## src/logic/dmac_pkg.sv

```systemverilog
package dmac_pkg;

  // datapath widths
  localparam int OP_W  = 16;
  localparam int MUL_W = 17;
  localparam int ACC_W = 40;

  // register byte offsets on the bus
  localparam logic [7:0] OFS_CTRL   = 8'h00;
  localparam logic [7:0] OFS_TRAP   = 8'h04;
  localparam logic [7:0] OFS_OPA    = 8'h08;
  localparam logic [7:0] OFS_OPB    = 8'h0C;
  localparam logic [7:0] OFS_CMD    = 8'h10;
  localparam logic [7:0] OFS_STAT   = 8'h14;
  localparam logic [7:0] OFS_ACCUMULATOR_A_L = 8'h18;
  localparam logic [7:0] OFS_ACCUMULATOR_A_H = 8'h1C;
  localparam logic [7:0] OFS_ACCUMULATOR_B_L = 8'h20;
  localparam logic [7:0] OFS_ACCUMULATOR_B_H = 8'h24;
  localparam logic [7:0] OFS_PROD   = 8'h28;

  // core control fields
  localparam int CTL_CLAMP_A = 7;
  localparam int CTL_CLAMP_B = 6;
  localparam int CTL_WIDE    = 4;
  localparam logic [7:0] CTRL_RST = 8'h00;
  // trap control fields
  localparam int TRP_EN_A = 0;
  localparam int TRP_EN_B = 1;
  // status fields
  localparam int ST_GUARD_A = 0;
  localparam int ST_GUARD_B = 1;
  localparam int ST_CLAMP_A = 2;
  localparam int ST_CLAMP_B = 3;
  localparam int ST_CATAS_A = 4;
  localparam int ST_CATAS_B = 5;
  localparam int ST_EGUARD  = 6;
  localparam int ST_ECLAMP  = 7;

  // clamp targets
  localparam logic [39:0] SAT_POS_NARROW = 40'h00_7FFF_FFFF;
  localparam logic [39:0] SAT_NEG_NARROW = 40'hFF_8000_0000;
  localparam logic [39:0] SAT_POS_WIDE   = 40'h7F_FFFF_FFFF;
  localparam logic [39:0] SAT_NEG_WIDE   = 40'h80_0000_0000;

  // operations of the command register
  typedef enum logic [2:0] {
    OPC_PRODUCT = 3'h0,
    OPC_MAC     = 3'h1,
    OPC_MSC     = 3'h2,
    OPC_ADD     = 3'h3,
    OPC_LOAD    = 3'h4,
    OPC_CLEAR   = 3'h5
  } dmac_opc_type;

  // command word, bits 11:0 of a write to the command register
  typedef struct packed {
    logic signed [3:0] shift;     // 11:8 positive shifts right
    logic              byte_op;   // 7
    logic              frac;      // 6
    logic              b_signed;  // 5
    logic              a_signed;  // 4
    logic              acc_sel;   // 3 zero selects accumulator a
    dmac_opc_type      opc;       // 2:0
  } dmac_cmd_type;

endpackage : dmac_pkg

```

## src/logic/dmac_datapath.sv

```systemverilog
// What this block does
// - 17x17 multiplier, signed or unsigned, scaled to 1.31 fraction or 32-bit integer
// - unsigned operand gets zero in its seventeenth multiplier bit
// - signed operand gets its sign copied into the seventeenth bit
// - integer operands are two's complement, 0x8000 most negative, 0x7FFF most positive
// - fractional mode: radix after sign, 16x16 gives a 1.31 product
// - same multiplier serves signed, unsigned and mixed integer multiplies
// - byte operands give a 16-bit result, word operands a 32-bit result
// - 40-bit adder/subtracter with sign extension, accumulator a or b as source/destination
// - add and load-accumulator data may pass a barrel shifter first
// - adder takes optional zero on one input, true or inverted operand on other
// - add uses carry active high; subtract inverts operand, carry is active-low borrow
// - overflow out of bit 39 is flagged as catastrophic, sign destroyed
// - guard flag set when accumulator bits 32 to 39 differ
// - clamping uses result, overflow, per-accumulator enables 7:6 and wide select 4
// - clamped flag set on bit 31 overflow or guard overflow clamped at bit 39
// - combined bits: OR of both guard flags, OR of both clamped flags
// - guard flags follow each operation, reflecting only the latest one
// - clamped and catastrophic flags are latched and stay visible
// - warning trap when a guard flag and its trap enable are both set
//
// Decided for this implementation: the placing of the registers and the Wishbone slave port.
module dmac_datapath
  import dmac_pkg::*;
(
  // clock and reset
  input  wire logic        CLK_SYS,
  input  wire logic        RST_N,
  // wishbone slave
  input  wire logic        WB_CYC_I,
  input  wire logic        WB_STB_I,
  input  wire logic        WB_WE_I,
  input  wire logic [7:0]  WB_ADR_I,
  input  wire logic [3:0]  WB_SEL_I,
  input  wire logic [31:0] WB_DAT_I,
  output logic      [31:0] WB_DAT_O,
  output logic             WB_ACK_O,
  // trap to the exception logic
  output logic             ARITH_TRAP
);

  logic [7:0]          core_control_reg_ff;
  logic [1:0]          trap_control_reg_ff;
  logic [OP_W-1:0]     opa_ff;
  logic [OP_W-1:0]     opb_ff;
  logic [ACC_W-1:0]    accumulator_a_ff;
  logic [ACC_W-1:0]    accumulator_b_ff;
  logic [31:0]         prod_ff;
  logic                acc_a_guard_flag_ff;
  logic                acc_b_guard_flag_ff;
  logic                acc_a_clamped_flag_ff;
  logic                acc_b_clamped_flag_ff;
  logic                acc_a_catas_ff;
  logic                acc_b_catas_ff;
  logic                ack_ff;
  logic                trap_ff;
  logic [31:0]         dat_ff;

  // request decode; a write acts in the cycle before ack
  logic req;
  logic wr_en;
  logic exec;
  dmac_cmd_type cmd;
  assign req   = WB_CYC_I & WB_STB_I & ~ack_ff;
  assign wr_en = req & WB_WE_I;
  assign exec  = wr_en & (WB_ADR_I == OFS_CMD) & WB_SEL_I[0] & WB_SEL_I[1];
  assign cmd   = dmac_cmd_type'(WB_DAT_I[11:0]);

  // operand conditioning: byte ops narrow to 8 bits first, then extend to 17
  logic [OP_W-1:0]  a16;
  logic [OP_W-1:0]  b16;
  logic [MUL_W-1:0] a17;
  logic [MUL_W-1:0] b17;
  always_comb
  begin
    if (cmd.byte_op)
    begin
      a16 = {{8{cmd.a_signed & opa_ff[7]}}, opa_ff[7:0]};
      b16 = {{8{cmd.b_signed & opb_ff[7]}}, opb_ff[7:0]};
    end
    else
    begin
      a16 = opa_ff;
      b16 = opb_ff;
    end
  end
  assign a17 = {cmd.a_signed & a16[OP_W-1], a16};
  assign b17 = {cmd.b_signed & b16[OP_W-1], b16};

  // 17x17 signed multiply; the 34-bit product never uses its top two bits
  logic signed [2*MUL_W-1:0] prod_full;
  logic [31:0]               prod_scaled;
  assign prod_full = $signed(a17) * $signed(b17);
  always_comb
  begin
    if (cmd.byte_op)
      prod_scaled = {16'h0000, prod_full[15:0]};
    else if (cmd.frac)
      prod_scaled = {prod_full[30:0], 1'b0};
    else
      prod_scaled = prod_full[31:0];
  end

  // barrel shifter: 16-bit data sits at bits 31:16 of the 40-bit word
  logic signed [ACC_W-1:0] shin;
  logic [ACC_W-1:0]        shifted;
  logic [3:0]              shmag;
  assign shin  = $signed({{8{opa_ff[OP_W-1]}}, opa_ff, 16'h0000});
  assign shmag = cmd.shift[3] ? 4'(-cmd.shift) : 4'(cmd.shift);
  assign shifted = cmd.shift[3] ? ACC_W'(shin <<< shmag) : ACC_W'(shin >>> shmag);

  // adder inputs: x may be forced to zero, y true or inverted
  logic [ACC_W-1:0] acc_src;
  logic [ACC_W-1:0] x_in;
  logic [ACC_W-1:0] y_data;
  logic [ACC_W-1:0] y_in;
  logic             sub;
  logic             cin;
  logic [ACC_W:0]   sum;
  assign acc_src = cmd.acc_sel ? accumulator_b_ff : accumulator_a_ff;
  assign sub     = (cmd.opc == OPC_MSC);
  assign x_in    = (cmd.opc == OPC_LOAD || cmd.opc == OPC_CLEAR) ? '0 : acc_src;
  always_comb
  begin
    case (cmd.opc)
      OPC_MAC, OPC_MSC: y_data = {{8{prod_scaled[31]}}, prod_scaled};
      OPC_ADD, OPC_LOAD: y_data = shifted;
      default: y_data = '0;
    endcase
  end
  assign y_in = sub ? ~y_data : y_data;
  assign cin  = sub;
  assign sum  = {1'b0, x_in} + {1'b0, y_in} + {{ACC_W{1'b0}}, cin};

  // overflow detection on the raw sum
  logic ovf39;
  logic ovf31;
  logic true_neg;
  assign ovf39    = (x_in[39] == y_in[39]) & (sum[39] != x_in[39]);
  assign ovf31    = ~((&sum[39:31]) | ~(|sum[39:31]));
  assign true_neg = ovf39 ? ~sum[39] : sum[39];

  // saturation: narrow clamps at bit 31, wide clamps only on bit 39 overflow
  logic             clamp_en;
  logic             wide;
  logic             do_clamp;
  logic [ACC_W-1:0] result;
  assign clamp_en = cmd.acc_sel ? core_control_reg_ff[CTL_CLAMP_B]
                                : core_control_reg_ff[CTL_CLAMP_A];
  assign wide     = core_control_reg_ff[CTL_WIDE];
  assign do_clamp = clamp_en & (wide ? ovf39 : (ovf31 | ovf39));
  always_comb
  begin
    if (!do_clamp)
      result = sum[ACC_W-1:0];
    else if (wide)
      result = true_neg ? SAT_NEG_WIDE : SAT_POS_WIDE;
    else
      result = true_neg ? SAT_NEG_NARROW : SAT_POS_NARROW;
  end

  logic guard_res;
  logic upd_acc;
  assign guard_res = ~((&result[39:32]) | ~(|result[39:32]));
  assign upd_acc   = exec & (cmd.opc != OPC_PRODUCT) & (cmd.opc <= OPC_CLEAR);

  // control and operand registers
  always_ff @(posedge CLK_SYS)
  begin
    if (!RST_N)
    begin
      core_control_reg_ff <= CTRL_RST;
      trap_control_reg_ff <= 2'h0;
      opa_ff              <= 16'h0000;
      opb_ff              <= 16'h0000;
    end
    else if (wr_en)
    begin
      if (WB_ADR_I == OFS_CTRL && WB_SEL_I[0])
        core_control_reg_ff <= WB_DAT_I[7:0];
      if (WB_ADR_I == OFS_TRAP && WB_SEL_I[0])
        trap_control_reg_ff <= WB_DAT_I[1:0];
      if (WB_ADR_I == OFS_OPA && WB_SEL_I[0])
        opa_ff[7:0] <= WB_DAT_I[7:0];
      if (WB_ADR_I == OFS_OPA && WB_SEL_I[1])
        opa_ff[15:8] <= WB_DAT_I[15:8];
      if (WB_ADR_I == OFS_OPB && WB_SEL_I[0])
        opb_ff[7:0] <= WB_DAT_I[7:0];
      if (WB_ADR_I == OFS_OPB && WB_SEL_I[1])
        opb_ff[15:8] <= WB_DAT_I[15:8];
    end
  end

  // accumulators and product; direct low-word accumulator writes need all four byte selects, high-byte writes only byte 0
  always_ff @(posedge CLK_SYS)
  begin
    if (!RST_N)
    begin
      accumulator_a_ff <= '0;
      accumulator_b_ff <= '0;
      prod_ff          <= 32'h0000_0000;
    end
    else
    begin
      if (exec && cmd.opc == OPC_PRODUCT)
        prod_ff <= prod_scaled;
      if (upd_acc && !cmd.acc_sel)
        accumulator_a_ff <= result;
      else if (wr_en && WB_ADR_I == OFS_ACCUMULATOR_A_L && WB_SEL_I == 4'hF)
        accumulator_a_ff[31:0] <= WB_DAT_I;
      else if (wr_en && WB_ADR_I == OFS_ACCUMULATOR_A_H && WB_SEL_I[0])
        accumulator_a_ff[39:32] <= WB_DAT_I[7:0];
      if (upd_acc && cmd.acc_sel)
        accumulator_b_ff <= result;
      else if (wr_en && WB_ADR_I == OFS_ACCUMULATOR_B_L && WB_SEL_I == 4'hF)
        accumulator_b_ff[31:0] <= WB_DAT_I;
      else if (wr_en && WB_ADR_I == OFS_ACCUMULATOR_B_H && WB_SEL_I[0])
        accumulator_b_ff[39:32] <= WB_DAT_I[7:0];
    end
  end

  // guard flags are not sticky: each operation on an accumulator rewrites its flag
  always_ff @(posedge CLK_SYS)
  begin
    if (!RST_N)
    begin
      acc_a_guard_flag_ff <= 1'b0;
      acc_b_guard_flag_ff <= 1'b0;
    end
    else if (upd_acc)
    begin
      if (!cmd.acc_sel)
        acc_a_guard_flag_ff <= guard_res;
      else
        acc_b_guard_flag_ff <= guard_res;
    end
  end

  // sticky flags: write one to clear, a new event in the same cycle wins
  logic clr_stat;
  logic [5:0] clr_bits;
  assign clr_stat = wr_en & (WB_ADR_I == OFS_STAT) & WB_SEL_I[0];
  assign clr_bits = clr_stat ? WB_DAT_I[5:0] : 6'h00;
  always_ff @(posedge CLK_SYS)
  begin
    if (!RST_N)
    begin
      acc_a_clamped_flag_ff <= 1'b0;
      acc_b_clamped_flag_ff <= 1'b0;
      acc_a_catas_ff        <= 1'b0;
      acc_b_catas_ff        <= 1'b0;
    end
    else
    begin
      acc_a_clamped_flag_ff <= (upd_acc & ~cmd.acc_sel & do_clamp)
        | (acc_a_clamped_flag_ff & ~clr_bits[ST_CLAMP_A]);
      acc_b_clamped_flag_ff <= (upd_acc & cmd.acc_sel & do_clamp)
        | (acc_b_clamped_flag_ff & ~clr_bits[ST_CLAMP_B]);
      acc_a_catas_ff <= (upd_acc & ~cmd.acc_sel & ovf39)
        | (acc_a_catas_ff & ~clr_bits[ST_CATAS_A]);
      acc_b_catas_ff <= (upd_acc & cmd.acc_sel & ovf39)
        | (acc_b_catas_ff & ~clr_bits[ST_CATAS_B]);
    end
  end

  // trap follows the guard flags one cycle later, held while they stay set
  always_ff @(posedge CLK_SYS)
  begin
    if (!RST_N)
      trap_ff <= 1'b0;
    else
      trap_ff <= (acc_a_guard_flag_ff & trap_control_reg_ff[TRP_EN_A])
               | (acc_b_guard_flag_ff & trap_control_reg_ff[TRP_EN_B]);
  end
  assign ARITH_TRAP = trap_ff;

  // status word with the combined bits
  logic [31:0] stat_word;
  always_comb
  begin
    stat_word              = 32'h0000_0000;
    stat_word[ST_GUARD_A]  = acc_a_guard_flag_ff;
    stat_word[ST_GUARD_B]  = acc_b_guard_flag_ff;
    stat_word[ST_CLAMP_A]  = acc_a_clamped_flag_ff;
    stat_word[ST_CLAMP_B]  = acc_b_clamped_flag_ff;
    stat_word[ST_CATAS_A]  = acc_a_catas_ff;
    stat_word[ST_CATAS_B]  = acc_b_catas_ff;
    stat_word[ST_EGUARD]   = acc_a_guard_flag_ff | acc_b_guard_flag_ff;
    stat_word[ST_ECLAMP]   = acc_a_clamped_flag_ff | acc_b_clamped_flag_ff;
  end

  // read mux; unmapped offsets read zero and still ack
  logic [31:0] rd_mux;
  always_comb
  begin
    case (WB_ADR_I)
      OFS_CTRL:   rd_mux = {24'h000000, core_control_reg_ff};
      OFS_TRAP:   rd_mux = {30'h0, trap_control_reg_ff};
      OFS_OPA:    rd_mux = {16'h0000, opa_ff};
      OFS_OPB:    rd_mux = {16'h0000, opb_ff};
      OFS_STAT:   rd_mux = stat_word;
      OFS_ACCUMULATOR_A_L: rd_mux = accumulator_a_ff[31:0];
      OFS_ACCUMULATOR_A_H: rd_mux = {24'h000000, accumulator_a_ff[39:32]};
      OFS_ACCUMULATOR_B_L: rd_mux = accumulator_b_ff[31:0];
      OFS_ACCUMULATOR_B_H: rd_mux = {24'h000000, accumulator_b_ff[39:32]};
      OFS_PROD:   rd_mux = prod_ff;
      default:    rd_mux = 32'h0000_0000;
    endcase
  end

  // one wait state: ack and data register together, ack drops the next cycle
  always_ff @(posedge CLK_SYS)
  begin
    if (!RST_N)
    begin
      ack_ff <= 1'b0;
      dat_ff <= 32'h0000_0000;
    end
    else
    begin
      ack_ff <= req;
      if (req && !WB_WE_I)
        dat_ff <= rd_mux;
    end
  end
  assign WB_ACK_O = ack_ff;
  assign WB_DAT_O = dat_ff;

  // checks share the system clock and reset; reference product is word mode only
  logic signed [33:0] ref_prod;
  assign ref_prod = $signed({opa_ff[15] & cmd.a_signed, opa_ff})
                  * $signed({opb_ff[15] & cmd.b_signed, opb_ff});
endmodule : dmac_datapath

```

## config.mk

```make
export PLATFORM = sky130hd
export DESIGN_NAME = dmac_datapath
export DESIGN_NICKNAME = d
export VERILOG_FILES = /design/src/logic/dmac_pkg.sv /design/src/logic/dmac_datapath.sv
export SDC_FILE = /design/constraint.sdc
export NUM_CORES = 2
export LEC_CHECK = 0
export BUFFER_PORTS_ARGS = -buffer_cell sky130_fd_sc_hd__buf_2
export CORE_MARGIN = 5
export CORE_UTILIZATION = 40
export CTS_CLUSTER_DIAMETER = 40
export DETAILED_ROUTE_END_ITERATION = 8
export PLACE_DENSITY_LB_ADDON = 0.3
export SYNTH_ARGS = -nofsm -noshare
export SYNTH_HDL_FRONTEND = slang
export SYNTH_SLANG_ARGS = --single-unit
```

## constraint.sdc

```tcl
create_clock -name CLK_SYS -period 14.14 [get_ports CLK_SYS]
set_clock_uncertainty 0.15 [all_clocks]
set_input_delay 0.707 -clock CLK_SYS [delete_from_list [all_inputs] [get_ports CLK_SYS]]
set_output_delay 0.707 -clock CLK_SYS [all_outputs]
set_load 0.005 [all_outputs]
```

==> key figures <==
Place
  – Post-DP Area: 0.0260 mm²
  – Routability Congestion: 1.03
  – DPL Wire Length: 68300 µm
  – I/O Buffers: 82
  – Setup WS pre-CTS: 1290 ps

STA
  – Period utilisation layout: 0.892
  – Final hold viol count: 0
  – Setup TNS Final: 0 ps
  – Worst Max-Slew Pin Slew: 1200 ps
  – F_max: 79.3 MHz
  – Slew headroom: 0.196
  – Worst setup margin: 1520 ps
  – WHS: 313 ps
  – Pins Over Slew Limit: 0
  – RSZ-0062 raised after global routing: no
  – Fin crit period: 12620 ps
  – Endpoints failing setup: 0

GRT
  – M2 GR Usage: 0.413
  – Grt ovf: 0
  – Top Usage Layer GRT: met2
  – First-pass GRT wire length: 137000 µm
  – Largest net degree at the start of global routing: 75
  – M1 GR Usage: 0.363
  – Total GRT Usage: 0.261
  – Met3 Use GR: 0.0371
  – Initial antenna violation count: 3
  – Vias in the first global route: 22500

Yosys
  – Multiplexer share of the synthesized area: 0.0573
  – Post-synth cell types: 83
  – Yosys warns: 0
  – Mapped Cells: 3130
  – Average size of a mapped cell: 7.94 µm²
  – Top cell type's share of synthesized area: 0.228
  – Synth Net Count: 3583
  – Synth Area in Simple Gates: 0.192
  – Yosys top cell by area: fa_1
  – Synth async-reset ratio: 0
  – Compound-cell area share of the yosys netlist: 0.184
  – FF+latch count, synth: 194
  – Main combinational cell family by area after synthesis: adder cells
  – Ys flop type: dfxtp_1
  – XOR/XNOR Fraction of Synth Area: 0.0342
  – Synth Area in Adders: 0.289
  – Area contributors post-synth: fa_1 23%, dfxtp_1 16%, nand2_1 6.6%, ha_1 6.1%, inv_1 5.4%
  – Post-synth EDFFs: 0
  – Register area share after synthesis: 0.156
  – Post-Syn Area: 0.0248 mm²

Routing
  – Via-to-Cell Ratio: 5.87
  – Drc violations: 0
  – Remaining antenna violation count after routing: 0
  – Routed len/inst: 22.6 µm
  – DRT iter0 DRCs: 2713
  – Detailed-route wire length: 88900 µm
  – DR vias: 23100
  – Router iterations before antenna repair: 8

Final layout
  – Nets: 3533
  – Area grow syn2layout: 7.39%
  – Ant diodes: 0
  – Design Area, Final: 0.0267 mm²
  – Layout cells sized above 1: 0.0750

Floorplan
  – Die width: 259 µm
  – Boundary Pins: 83
  – Core Footprint: 0.0616 mm²
  – Die Y: 259 µm
  – Initial core utilization: 0.403
  – Site Rows: 91
  – Die area: 0.0672 mm²

Clocking
  – CTS tree: built
  – Worst skew pair latency: 480 ps
  – Clock transition at path regs: 80 ps
  – Clk root buf: clkbuf_16
  – Resized cells post-CTS: 0
  – Number of CTS-inserted buffers: 17
  – H-tree lvl count: 4
  – Clock buffer depth: 2
  – Setup Buffers After CTS: 0
  – # hold bufs at CTS: 0
  – Sink Count: 194

Worst setup path
  – Crit path max fanout: 17
  – Worst setup path category: in -> reg
  – Crit-path max cell delay: 700 ps
  – Cell mode on critical path: fa_1
  – Setup crit end kind: flip-flop
  – Critical Path RT: 14360 ps
  – Critical path arrival: 12840 ps
  – Reg2Reg Setup Slack: 1650 ps
  – CP max stage cell: a211oi_4
  – Startpoint types: primary input

Job
  – Max_cap viols: 0

Power
  – Pwr/cell area: 49.8 mW/mm²
  – Combinational power share: 0.146
  – Leak: 12.2 nW
  – Reg power frac: 0.417
  – P_int: 0.000946 W
  – Sw Ratio: 0.288
  – Tot Pwr: 0.00133 W
  – NetSw: 0.000382 W
  – Worst vdd ir: 0.0000660 V
  – Clock share of power: 0.437

Status
  – Status: finished clean

Min path
  – Worst Hold Class: reg -> reg
-- path summary, 6_finish.rpt --
path,start,end,cells after the start
hold reg to reg,prod_ff[22],prod_ff[22],2
setup reg to reg,opa_ff[7],accumulator_b_ff[1],39
setup / recovery,WB_DAT_I[5],accumulator_b_ff[1],41
hold / removal,prod_ff[22],prod_ff[22],2
-- synthesized netlist by cell type, types with 5 or more instances --
library cell,count
o211ai_1,34
a22oi_1,11
mux2i_1,124
and3_1,27
buf_2,13
xor2_1,30
o21ai_0,124
nand2_1,438
nor3_1,35
mux2_2,11
nand2b_1,31
buf_1,23
a21oi_1,180
xnor2_1,62
o31ai_1,6
a211oi_1,45
a22o_1,6
a31oi_1,17
dfxtp_1,194
a221oi_1,62
nand3_1,90
and2_1,122
a221o_1,8
inv_1,355
clkbuf_1,171
a222oi_1,31
o211ai_2,8
or2_2,7
o21ai_1,24
o21bai_1,12
or3_1,8
o22ai_1,14
a21boi_0,5
o21a_1,12
nor2b_1,12
nand4_1,23
a21o_1,33
nor2_1,237
ha_1,121
o221ai_1,5
fa_1,283
-- routing by layer --
metal  part of all wire  vias up  wire length (µm)
met5                  0        -                 0
met4              0.044        0              3950
met3              0.083      188              7360
met2               0.45     1095             40300
met1               0.42    11300             37300
li1                   -    10500                 -
-- sequential cells by signal (all words and copies together) (netlist names) --
| signal | count |
|---|---|
| acc_a_guard_flag_ff | 1 |
| opa_ff | 16 |
| accumulator_a_ff | 40 |
| accumulator_b_ff | 40 |
| acc_b_catas_ff | 1 |
| opb_ff | 16 |
| WB_ACK_O | 1 |
| core_control_reg_ff | 8 |
| acc_b_guard_flag_ff | 1 |
| prod_ff | 32 |
| WB_DAT_O | 32 |
| acc_a_clamped_flag_ff | 1 |
| ARITH_TRAP | 1 |
| acc_a_catas_ff | 1 |
| trap_control_reg_ff | 2 |
| acc_b_clamped_flag_ff | 1 |
-- layout by cell type (no fill, tap or decap), types with 32 or more instances in the layout --
| cell | instances |
|---|---|
| ha_1 | 121 |
| a221oi_1 | 62 |
| nand3_1 | 90 |
| nand2_1 | 437 |
| buf_2 | 82 |
| inv_1 | 354 |
| fa_1 | 283 |
| a211oi_1 | 44 |
| and2_1 | 122 |
| nor3_1 | 32 |
| a21o_1 | 33 |
| nor2_1 | 231 |
| buf_4 | 61 |
| dfxtp_1 | 194 |
| xnor2_1 | 61 |
| o211ai_1 | 34 |
| mux2i_1 | 123 |
| o21ai_0 | 124 |
| a21oi_1 | 180 |
-- final cells by class --
type	count	area [µm²]
Tap cell	837	1050
Inverter	356	1340
Sequential cell	194	3880
Multi-Input combinational cell	2368	18900
Clock buffer	18	429
Clock inverter	13	248
Timing Repair Buffer	143	868
Fill cell	6262	34900
-- stage by stage --
step / cells / util
2_1_floorplan: 3130 / -
3_3_place_gp: 3898 / 0.422
3_5_place_dp: 3898 / 0.422
4_1_cts: 3929 / 0.433
5_1_grt: 3929 / 0.433
6_report: 3929 / 0.433
-- power groups by stage --
stage / Sequential (W) / Combinational, W / Clock, W
after floorplan: 0.000566 / 0.000125 / 0
after global placement: 0.000566 / 0.000189 / 0
after detailed placement: 0.000566 / 0.000188 / 0
after CTS: 0.000554 / 0.000189 / 0.000583
after global routing: 0.000554 / 0.000206 / 0.000606
final: 0.000553 / 0.000194 / 0.000581
-- worst max-delay path: cells and delay by family --
| family | cells | cell delay, ps |
|---|---|---|
| compound gates | 13 | 4410 |
| xor+xnor | 2 | 570 |
| fa+ha+maj | 8 | 3590 |
| buf+inv | 6 | 1140 |
| mux | 2 | 310 |
| simple gates | 10 | 2050 |
-- cell families after synthesis --
group,Yosys count
adders and majority gates,404
AOI/OAI and AO/OA,679
xor gates and xnor gates,94
buffers and inverters,568
DFF,194
muxes,138
and+or+nand+nor,1053
Power figures use the tool's default switching activity.
